**src/shared/iepw_pkg.sv**
```systemverilog
// Package: register map, field positions and reset values of the enable/priority/wake block
package iepw_pkg;
  // Register byte offsets, one aligned word each
  localparam logic [7:0] IEPW_OFS_EN2 = 8'h00;
  localparam logic [7:0] IEPW_OFS_EN3 = 8'h04;
  localparam logic [7:0] IEPW_OFS_EN4 = 8'h08;
  localparam logic [7:0] IEPW_OFS_EN5 = 8'h0c;
  localparam logic [7:0] IEPW_OFS_PRI9 = 8'h10;
  localparam logic [7:0] IEPW_OFS_WCTL = 8'h14;
  localparam logic [7:0] IEPW_OFS_FLAG5 = 8'h18;
  localparam logic [7:0] IEPW_OFS_STAT = 8'h1c;
  localparam logic [7:0] IEPW_OFS_MASK = 8'h20;
  // Field positions
  localparam int IEPW_BIT_TGATE = 5;
  localparam int IEPW_BIT_COLL2 = 2;
  localparam int IEPW_BIT_EVT2 = 1;
  localparam int IEPW_BIT_HLVD = 8;
  localparam int IEPW_BIT_ASY2 = 2;
  localparam int IEPW_BIT_ASY1 = 1;
  localparam int IEPW_BIT_WAKE = 0;
  localparam int IEPW_PRI_LSB = 4;
  localparam int IEPW_PRI_W = 3;
  localparam int IEPW_BIT_WEN = 0;
  localparam int IEPW_BIT_SINK = 1;
  // Reset value and source count
  localparam logic [2:0] IEPW_PRI_RST = 3'h4;
  localparam int IEPW_NSRC = 7;
  // Source order in request/status vectors
  localparam int IEPW_SRC_TGATE = 0;
  localparam int IEPW_SRC_COLL2 = 1;
  localparam int IEPW_SRC_EVT2 = 2;
  localparam int IEPW_SRC_HLVD = 3;
  localparam int IEPW_SRC_ASY2 = 4;
  localparam int IEPW_SRC_ASY1 = 5;
  localparam int IEPW_SRC_WAKE = 6;
  // AXI responses
  localparam logic [1:0] IEPW_RESP_OK = 2'h0;
  localparam logic [1:0] IEPW_RESP_ERR = 2'h2;
endpackage

```
**src/rtl/iepw_top.sv**
```systemverilog
// Interrupt enable, timer-gate priority and low-power wake block with AXI4-Lite slave
`timescale 1ns/1ns
`default_nettype none
module iepw_top #(
  parameter bit HAS_SERIAL2 = 1'b1
) (
  input wire logic SYS_CLK,
  input wire logic RESETN,
  input wire logic [7:0] S_AXI_AWADDR,
  input wire logic S_AXI_AWVALID,
  output logic S_AXI_AWREADY,
  input wire logic [31:0] S_AXI_WDATA,
  input wire logic [3:0] S_AXI_WSTRB,
  input wire logic S_AXI_WVALID,
  output logic S_AXI_WREADY,
  output logic [1:0] S_AXI_BRESP,
  output logic S_AXI_BVALID,
  input wire logic S_AXI_BREADY,
  input wire logic [7:0] S_AXI_ARADDR,
  input wire logic S_AXI_ARVALID,
  output logic S_AXI_ARREADY,
  output logic [31:0] S_AXI_RDATA,
  output logic [1:0] S_AXI_RRESP,
  output logic S_AXI_RVALID,
  input wire logic S_AXI_RREADY,
  input wire logic [iepw_pkg::IEPW_NSRC-1:0] SRC_FLAG,
  input wire logic SLEEPING,
  input wire logic WAKE_PIN_LOW,
  output logic WAKE_SINK_ON,
  output logic WAKE_CORE,
  output logic [iepw_pkg::IEPW_NSRC-1:0] IRQ_REQ,
  output logic [2:0] TGATE_PRIORITY,
  output logic IRQ
);
  import iepw_pkg::*;

  // =========================================
  // Registers
  logic tgate_en_reg, coll2_en_reg, evt2_en_reg, hlvd_en_reg;
  logic asy2_en_reg, asy1_en_reg, wake_en_reg;
  logic [2:0] pri_reg;
  logic wen_reg, sink_reg, wake_flag_reg;
  logic [IEPW_NSRC-1:0] stat_reg, mask_reg, en_vec;
  logic pin_low_s;
  logic aw_got_reg, w_got_reg;
  logic [7:0] awaddr_reg;
  logic [31:0] wdata_reg;
  logic [3:0] wstrb_reg;
  logic wr_fire, wr_hit, wake_evt;

  // Pin level crosses into the clock domain
  iepw_sync #(.W(1)) u_sync (
    .clk(SYS_CLK),
    .rst_n(RESETN),
    .d(WAKE_PIN_LOW),
    .q(pin_low_s)
  );

  // =========================================
  // AXI write channel: address and data accepted in either order
  assign S_AXI_AWREADY = !aw_got_reg && !S_AXI_BVALID;
  assign S_AXI_WREADY = !w_got_reg && !S_AXI_BVALID;
  assign wr_fire = aw_got_reg && w_got_reg && !S_AXI_BVALID;

  always_ff @(posedge SYS_CLK or negedge RESETN) begin
    if (!RESETN) begin
      aw_got_reg <= 1'b0;
      w_got_reg <= 1'b0;
      awaddr_reg <= 8'h00;
      wdata_reg <= 32'h0;
      wstrb_reg <= 4'h0;
    end else begin
      if (S_AXI_AWVALID && S_AXI_AWREADY) begin
        aw_got_reg <= 1'b1;
        awaddr_reg <= S_AXI_AWADDR;
      end
      if (S_AXI_WVALID && S_AXI_WREADY) begin
        w_got_reg <= 1'b1;
        wdata_reg <= S_AXI_WDATA;
        wstrb_reg <= S_AXI_WSTRB;
      end
      if (wr_fire) begin
        aw_got_reg <= 1'b0;
        w_got_reg <= 1'b0;
      end
    end
  end

  // Known word-aligned offsets
  function automatic logic addr_hit(input logic [7:0] a);
    unique case ({a[7:2], 2'b00})
      IEPW_OFS_EN2, IEPW_OFS_EN3, IEPW_OFS_EN4, IEPW_OFS_EN5, IEPW_OFS_PRI9,
      IEPW_OFS_WCTL, IEPW_OFS_FLAG5, IEPW_OFS_STAT, IEPW_OFS_MASK: addr_hit = 1'b1;
      default: addr_hit = 1'b0;
    endcase
  endfunction

  // Write hits a lane: low byte or second byte
  function automatic logic wr_to(input logic [7:0] ofs, input int bitpos);
    wr_to = wr_fire && ({awaddr_reg[7:2], 2'b00} == ofs) && wstrb_reg[bitpos / 8];
  endfunction

  assign wr_hit = addr_hit(awaddr_reg);

  // Write response; unmapped address answers SLVERR
  always_ff @(posedge SYS_CLK or negedge RESETN) begin
    if (!RESETN) begin
      S_AXI_BVALID <= 1'b0;
      S_AXI_BRESP <= IEPW_RESP_OK;
    end else if (wr_fire) begin
      S_AXI_BVALID <= 1'b1;
      S_AXI_BRESP <= wr_hit ? IEPW_RESP_OK : IEPW_RESP_ERR;
    end else if (S_AXI_BREADY) begin
      S_AXI_BVALID <= 1'b0;
    end
  end

  // =========================================
  // Enable and priority registers; absent bits always load zero
  always_ff @(posedge SYS_CLK or negedge RESETN) begin
    if (!RESETN) begin
      tgate_en_reg <= 1'b0;
      coll2_en_reg <= 1'b0;
      evt2_en_reg <= 1'b0;
      hlvd_en_reg <= 1'b0;
      asy2_en_reg <= 1'b0;
      asy1_en_reg <= 1'b0;
      wake_en_reg <= 1'b0;
      pri_reg <= IEPW_PRI_RST;
    end else begin
      if (wr_to(IEPW_OFS_EN2, IEPW_BIT_TGATE))
        tgate_en_reg <= wdata_reg[IEPW_BIT_TGATE];
      if (wr_to(IEPW_OFS_EN3, IEPW_BIT_COLL2)) begin
        coll2_en_reg <= HAS_SERIAL2 & wdata_reg[IEPW_BIT_COLL2];
        evt2_en_reg <= HAS_SERIAL2 & wdata_reg[IEPW_BIT_EVT2];
      end
      if (wr_to(IEPW_OFS_EN4, IEPW_BIT_HLVD))
        hlvd_en_reg <= wdata_reg[IEPW_BIT_HLVD];
      if (wr_to(IEPW_OFS_EN4, IEPW_BIT_ASY1)) begin
        asy2_en_reg <= HAS_SERIAL2 & wdata_reg[IEPW_BIT_ASY2];
        asy1_en_reg <= wdata_reg[IEPW_BIT_ASY1];
      end
      if (wr_to(IEPW_OFS_EN5, IEPW_BIT_WAKE))
        wake_en_reg <= wdata_reg[IEPW_BIT_WAKE];
      if (wr_to(IEPW_OFS_PRI9, IEPW_PRI_LSB))
        pri_reg <= wdata_reg[IEPW_PRI_LSB +: IEPW_PRI_W];
    end
  end

  // =========================================
  // Wake detector control, sink and wake flag
  always_ff @(posedge SYS_CLK or negedge RESETN) begin
    if (!RESETN) begin
      wen_reg <= 1'b0;
      sink_reg <= 1'b0;
    end else if (wr_to(IEPW_OFS_WCTL, IEPW_BIT_WEN)) begin
      wen_reg <= wdata_reg[IEPW_BIT_WEN];
      sink_reg <= wdata_reg[IEPW_BIT_SINK];
    end
  end

  // Sink on only with both bits; pin charged by software beforehand
  assign WAKE_SINK_ON = wen_reg && sink_reg;
  // Falling below threshold while asleep wakes the core
  assign wake_evt = WAKE_SINK_ON && SLEEPING && pin_low_s;
  assign WAKE_CORE = wake_evt;

  // Set wins over a write-one-to-clear in the same cycle
  always_ff @(posedge SYS_CLK or negedge RESETN) begin
    if (!RESETN) begin
      wake_flag_reg <= 1'b0;
    end else if (wake_evt) begin
      wake_flag_reg <= 1'b1;
    end else if (wr_to(IEPW_OFS_FLAG5, IEPW_BIT_WAKE) && wdata_reg[IEPW_BIT_WAKE]) begin
      wake_flag_reg <= 1'b0;
    end
  end

  // =========================================
  // Request gating
  assign en_vec = {wake_en_reg, asy1_en_reg, asy2_en_reg, hlvd_en_reg,
                   evt2_en_reg, coll2_en_reg, tgate_en_reg};
  always_comb begin
    IRQ_REQ = SRC_FLAG & en_vec;
    IRQ_REQ[IEPW_SRC_WAKE] = (SRC_FLAG[IEPW_SRC_WAKE] | wake_flag_reg) & wake_en_reg;
    IRQ_REQ[IEPW_SRC_TGATE] = SRC_FLAG[IEPW_SRC_TGATE] & tgate_en_reg
                              & (pri_reg != 3'h0);
  end
  assign TGATE_PRIORITY = pri_reg;

  // =========================================
  // Sticky status of gated requests, mask to one interrupt line
  always_ff @(posedge SYS_CLK or negedge RESETN) begin
    if (!RESETN) begin
      stat_reg <= '0;
      mask_reg <= '0;
    end else begin
      if (wr_to(IEPW_OFS_STAT, 0))
        stat_reg <= (stat_reg & ~wdata_reg[IEPW_NSRC-1:0]) | IRQ_REQ;
      else
        stat_reg <= stat_reg | IRQ_REQ;
      if (wr_to(IEPW_OFS_MASK, 0))
        mask_reg <= wdata_reg[IEPW_NSRC-1:0];
    end
  end
  assign IRQ = |(stat_reg & mask_reg);

  // =========================================
  // AXI read channel, one cycle latency
  function automatic logic [31:0] rd_word(input logic [7:0] a);
    rd_word = 32'h0;
    unique case ({a[7:2], 2'b00})
      IEPW_OFS_EN2: rd_word[IEPW_BIT_TGATE] = tgate_en_reg;
      IEPW_OFS_EN3: begin
        rd_word[IEPW_BIT_COLL2] = coll2_en_reg;
        rd_word[IEPW_BIT_EVT2] = evt2_en_reg;
      end
      IEPW_OFS_EN4: begin
        rd_word[IEPW_BIT_HLVD] = hlvd_en_reg;
        rd_word[IEPW_BIT_ASY2] = asy2_en_reg;
        rd_word[IEPW_BIT_ASY1] = asy1_en_reg;
      end
      IEPW_OFS_EN5: rd_word[IEPW_BIT_WAKE] = wake_en_reg;
      IEPW_OFS_PRI9: rd_word[IEPW_PRI_LSB +: IEPW_PRI_W] = pri_reg;
      IEPW_OFS_WCTL: begin
        rd_word[IEPW_BIT_WEN] = wen_reg;
        rd_word[IEPW_BIT_SINK] = sink_reg;
      end
      IEPW_OFS_FLAG5: rd_word[IEPW_BIT_WAKE] = wake_flag_reg;
      IEPW_OFS_STAT: rd_word[IEPW_NSRC-1:0] = stat_reg;
      IEPW_OFS_MASK: rd_word[IEPW_NSRC-1:0] = mask_reg;
      default: rd_word = 32'h0;
    endcase
  endfunction

  assign S_AXI_ARREADY = !S_AXI_RVALID;

  always_ff @(posedge SYS_CLK or negedge RESETN) begin
    if (!RESETN) begin
      S_AXI_RVALID <= 1'b0;
      S_AXI_RDATA <= 32'h0;
      S_AXI_RRESP <= IEPW_RESP_OK;
    end else if (S_AXI_ARVALID && S_AXI_ARREADY) begin
      S_AXI_RVALID <= 1'b1;
      S_AXI_RDATA <= rd_word(S_AXI_ARADDR);
      S_AXI_RRESP <= addr_hit(S_AXI_ARADDR) ? IEPW_RESP_OK : IEPW_RESP_ERR;
    end else if (S_AXI_RREADY) begin
      S_AXI_RVALID <= 1'b0;
    end
  end
endmodule
`default_nettype wire

```
**src/rtl/iepw_sync.sv**
```systemverilog
// Two-flop synchroniser for pin-level inputs
`timescale 1ns/1ns
`default_nettype none
module iepw_sync #(
  parameter int W = 1
) (
  input wire logic clk,
  input wire logic rst_n,
  input wire logic [W-1:0] d,
  output logic [W-1:0] q
);
  logic [W-1:0] meta_reg;
  // A zero-wide chain has nothing to carry
  if (W < 1) begin : g_bad_width
    $error("sync width must be at least one");
  end
  // =========================================
  // Sync chain; first stage feeds only the second
  always_ff @(posedge clk or negedge rst_n) begin
    if (!rst_n) begin
      meta_reg <= '0;
      q <= '0;
    end else begin
      meta_reg <= d;
      q <= meta_reg;
    end
  end
endmodule
`default_nettype wire

```
**config.mk**
```make
export PLATFORM = sky130hd
export DESIGN_NAME = iepw_top
export DESIGN_NICKNAME = d
export VERILOG_FILES = /design/src/shared/iepw_pkg.sv /design/src/rtl/iepw_top.sv /design/src/rtl/iepw_sync.sv
export SDC_FILE = /design/constraint.sdc
export NUM_CORES = 1
export LEC_CHECK = 0
export BUFFER_PORTS_ARGS = -buffer_cell sky130_fd_sc_hd__buf_2
export CAP_MARGIN = 5
export CORE_ASPECT_RATIO = 1.5
export CORE_UTILIZATION = 51
export DETAILED_ROUTE_END_ITERATION = 6
export PLACE_DENSITY = 0.93
export SLEW_MARGIN = 20
export SYNTH_ARGS = -nofsm -noshare
export SYNTH_HDL_FRONTEND = slang
export SYNTH_HIERARCHICAL = 1
export SYNTH_SLANG_ARGS = --single-unit
```
**constraint.sdc**
```tcl
create_clock -name SYS_CLK -period 3.1 [get_ports SYS_CLK]
set_input_delay 0.155 -clock SYS_CLK [delete_from_list [all_inputs] [get_ports SYS_CLK]]
set_output_delay 0.155 -clock SYS_CLK [all_outputs]
set_load 0.03 [all_outputs]
```
# Word level (Yosys, flattened, before mapping)
# Index checks and enable logic that the tools add are counted.
# op_classes
mux,24
n_bitwise,10
n_eq_ne,16
n_reduce_logical,45
# op_table
op,n
$eq A6 B3 Y1 const B,8
$logic_and A1 B1 Y1,30
$eq A6 B2 Y1 const B,4
$reduce_or A9 Y1,2
$and A7 B7 Y7,2
$mux W1,14
$or A7 B7 Y7,2
$eq A6 B1 Y1 const B,2
$eq A6 B4 Y1 const B,2
$logic_not A6 Y1,2
$pmux W1 S5,2
$reduce_bool A2 Y1,5
$pmux W1 S4,2
$mux W7,1
$not A7 Y7,1
$reduce_or A7 Y1,1
$and A6 B6 Y6,1
$pmux W1 S3,2
$logic_not A1 Y1,4
$mux W2,2
$and A1 B1 Y1,3
$reduce_bool A3 Y1,1
$pmux W1 S2,1
$or A1 B1 Y1,1
# word_totals
regBits,64
in_bits,68
wordCells,120
output_inout_bits,54

# Longest topological paths before layout
# logic_depth
depth_word,7
depth_mapped,6
mapped_depth_nobuf,4

# Cells and area by module
# Netlist, hierarchy kept.
# modules_own_cells
mod,seq_area_each_um2,cells_per_inst,instances,area_each_um2
iepw_top,1427.6,247,1,2787.7
iepw_sync,50.0,2,1,50.0

# Least setup slack after synthesis
# Ideal clock, no wire load.
# synth_path
kind,register -> register
from,register S_AXI_BVALID
to,register wdata_reg[0]
setup_slack_ns,1.065
path_buffers,1
stages_incl_launch_ff,5
arrival_time_ns,1.910
cell_sequence,dfrtp_1 nor2_1 and2_1 clkbuf_1 mux2_2
# synth_via
elab_chain_len,3
# synth_lines
item,line,source
start: declaration,iepw_top.sv:17,"output logic S_AXI_BVALID,"
start signal: assignment,iepw_top.sv:108,S_AXI_BVALID <= 1'b0;
start signal: assignment,iepw_top.sv:111,S_AXI_BVALID <= 1'b1;
start signal: assignment,iepw_top.sv:114,S_AXI_BVALID <= 1'b0;
$logic_not A1 Y1,iepw_top.sv:62,assign S_AXI_WREADY = !w_got_reg && !S_AXI_BVALID;
$logic_and A1 B1 Y1,iepw_top.sv:62,
net S_AXI_WREADY,iepw_top.sv:15,"output logic S_AXI_WREADY,"
$logic_and A1 B1 Y1,iepw_top.sv:77,if (S_AXI_WVALID && S_AXI_WREADY) begin
end signal: assignment,iepw_top.sv:70,wdata_reg <= 32'h0;
end signal: assignment,iepw_top.sv:79,wdata_reg <= S_AXI_WDATA;
end: declaration,iepw_top.sv:47,logic [31:0] wdata_reg;
# The timed path passes the listed nets, and every way through them passes these cells.
# A chain may end at the register's enable or synchronous reset.

# Worst setup path after layout
# layout_path
from,register S_AXI_BVALID
to,register stat_reg[4]
# layout_via
elab_chain_len,5
# layout_lines
item,line,source
$logic_not A1 Y1,iepw_top.sv:63,assign wr_fire = aw_got_reg && w_got_reg && !S_AXI_BVALID;
$logic_and A1 B1 Y1,iepw_top.sv:63,
$logic_and A1 B1 Y1 (2 in series),iepw_top.sv:100,"wr_to = wr_fire && ({awaddr_reg[7:2], 2'b00} == ofs) && wstrb_reg[bitpos / 8];"
$mux W7,iepw_top.sv:198,"if (wr_to(IEPW_OFS_STAT, 0))"
end signal: assignment,iepw_top.sv:199,stat_reg <= (stat_reg & ~wdata_reg[IEPW_NSRC-1:0]) | IRQ_REQ;
end signal: assignment,iepw_top.sv:201,stat_reg <= stat_reg | IRQ_REQ;
end: declaration,iepw_top.sv:43,"logic [IEPW_NSRC-1:0] stat_reg, mask_reg, en_vec;"
# Every way passes these cells.

==> flow_summary.ini <==
[logic_synthesis]
synth_xor_area_frac = 0
postSynthCellCount = 249
yosys.area_share.simple = 0.134
synth_top_family_by_area = multiplexers
ys_ff_latch = 59
ys_warn_count = 6
ys_types = 44
synth_compound_area_frac = 0.107
syn_area_per_cell_um2 = 11.4
synthAdderAreaFrac = 0
ys_seq_area_frac = 0.521
synth_mux_area_frac = 0.150
synthesis.area_um2 = 2840

[clock_network]
hold_buffers = 4
clock_latency_ps = 350
post_cts_buffers = 0
cts_htree_levels = 3
cts_tree = yes
cts_inserted_buffers = 9
cts.sinks = 59
clk_pin_slew_ps = 70
cts_root_buf = clkbuf_8
clock_path_buffers = 2
post_cts_resized = 0

[hold_path]
hold_end = awaddr_reg[7]$_DFFE_PN0P_
holdCritPathClass = in -> reg
min_from = S_AXI_AWADDR[7]
whs_path_depth = 2

[routing]
ant_nets = 0
drt_iter0_drc = 119
drc_errors = 0
avgViaCountPerCell = 5.44
routedWlPerCell_um = 15.4
via_count = 2148
wl_mm = 6.07
drtPass1Iterations = 5

[layout]
final_common_cell = buf_2
seq_area_um2 = 1480
fin_nets = 390
diodes = 0
layout_common_cells = 65 x buf_2, 58 x dfrtp_1, 36 x mux2_2, 26 x conb_1, 18 x nand2_1
finalNonFillerCells = 395
syn2layout_area_growth_pct = 19.1
drive_gt1_frac = 0.373
multi_input_area_um2 = 1210
nFillCells = 435

[power]
total_power_w = 0.00300
static-leakage-power_nw = 1.72
power_frac_clock = 0.251
switching_share = 0.364
combPwrFrac = 0.303
seqPwrFrac = 0.446
power.switching_w = 0.00109
vdd_drop_max_mv = 0.628
p_int_w = 0.00191
powerDensity_nw_per_um2 = 888

[sta]
fmaxAchievable_mhz = 493
setup_violations = 0
relSlewSlack = 0.437
drv_slew = 0
tightestPinTransition_ps = 845
post-route-period-util = 0.654
rsz0062_at_grt = false
finalClockSkew_ps = 5.25
tns_ps = 0
setup_slack_ps = 1070
period_needed_ps = 2030
hold_violations = 0

[worst_setup_path]
critPathKind = reg -> reg
end_kind = register
r2r_slack_ps = 1070
start_kind = register
critPathSlowestCell = nor4_2
ff2ff_path_depth = 4
worstPathCellList = nand3b_2, nor4_2, nand2_1, a21o_1
r2r-start = S_AXI_BVALID$_DFFE_PN0P_
crit_arrival_ps = 2270
required_ps = 3340
slowest_delay_ps = 780
cp_max_fo = 10
startpoint = S_AXI_BVALID$_DFFE_PN0P_
rr_endpoint = stat_reg[4]$_DFF_PN0_

[global_route]
grt_pass1_wl_mm = 9.80
antenna_found_initial = 0
grt-ovfl-total = 0
track_usage = 0.225
grt_max_degree = 40
grt_pass1_vias = 2095

[flow_run]
drv_cap = 0

[floorplan]
core_area_um2 = 5250
die_w_um = 62.9
die_h_um = 93.4
ios = 122
die_area_um2 = 5870
rows = 32
initial_utilization = 0.541

[place]
post-place-cells = 375
gp_congestion = 0.853
place_ws_ps = 1090
port_buffers = 65
dp_hpwl_mm = 4.53

[outcome]
status = completed
==> how the worst max path moves through the flow <==
stage / end / slack, ps / cells after the start
final: stat_reg[4]$_DFF_PN0_ / 1070 / 4
after detailed placement: stat_reg[4]$_DFF_PN0_ / 1090 / 4
after CTS: stat_reg[4]$_DFF_PN0_ / 1070 / 4
after global placement: stat_reg[3]$_DFF_PN0_ / 1150 / 4
after floorplan: wdata_reg[0]$_DFFE_PN0P_ / 1060 / 4
after global routing: stat_reg[3]$_DFF_PN0_ / 940 / 4
==> through the flow <==
step	instance area [um^2]	utilization	hold slack, ps
6_report	3380	0.645	34.7
5_1_grt	3380	0.645	38.3
4_1_cts	3380	0.645	24.9
3_5_place_dp	3130	0.597	265
3_3_place_gp	3130	0.597	265
2_1_floorplan	2930	-	-141
==> cell type report <==
type,instances,area share
Clock buffer,11,0.0389
Clock inverter,5,0.0229
Sequential cell,59,0.437
Tap cell,68,0.0252
Multi-Input combinational cell,176,0.358
Inverter,5,0.00555
Timing Repair Buffer,71,0.113
==> logic make-up (layout without fill, tap and decap cells) <==
group / count (synthesis) / count (layout)
buffers and inverters: 39 / 92
DFF: 59 / 59
other: 1 / 26
AOI/OAI and AO/OA: 41 / 41
and+or+nand+nor: 71 / 71
muxes: 38 / 38
==> cells in the mapped netlist (all sizes together) <==
library cell / n / area (um^2)
nor2: 14 / 55.1
nor3b: 1 / 7.51
nor2b: 6 / 37.5
o21a: 2 / 15.0
a32oi: 2 / 17.5
a31oi: 2 / 12.5
a41o: 1 / 10.0
o22a: 1 / 8.76
a21o: 10 / 75.1
o21ai: 3 / 15.0
a22o: 2 / 17.5
o2bb2ai: 2 / 17.5
or4b: 1 / 10.0
nor4bb: 1 / 10.0
o311a: 1 / 10.0
mux2: 37 / 417
dfstp: 1 / 26.3
o21bai: 1 / 7.51
o22ai: 1 / 6.26
nand3b: 1 / 11.3
buf: 27 / 199
nand2b: 2 / 12.5
mux2i: 1 / 10.0
nand2: 18 / 67.6
a22oi: 5 / 37.5
a222oi: 1 / 10.0
nand4: 2 / 12.5
clkbuf: 7 / 26.3
a311oi: 1 / 8.76
nand3: 3 / 15.0
inv: 5 / 18.8
a21oi: 5 / 25.0
dfrtp: 58 / 1450
nor4: 3 / 25.0
conb: 1 / 3.75
and3: 5 / 31.3
and2: 8 / 50.1
a32o: 1 / 10.0
nor3: 5 / 25.0
or3b: 1 / 11.3
==> worst max-delay path, delay by kind of cell (launching register included) <==
kind / cells / cell delay [ps]
flops: 1 / 430
compound gates: 1 / 200
simple gates: 3 / 1300
==> power groups by stage <==
stage | clock [W] | combinational (W) | sequential, W
after floorplan | 0 | 0.000629 | 0.00135
after CTS | 0.000761 | 0.000918 | 0.00134
after detailed placement | 0 | 0.000908 | 0.00135
after global placement | 0 | 0.000868 | 0.00133
after global routing | 0.000786 | 0.000984 | 0.00138
final | 0.000754 | 0.000911 | 0.00134
==> layer usage <==
metal	up-vias	routed length, um	GRT usage
li1	984	-	-
met3	15	426	0.0598
met1	1037	2320	0.237
met4	0	158	0.118
met5	-	0	0
met2	112	3170	0.404
No activity file was read; power rests on OpenSTA's default activity.
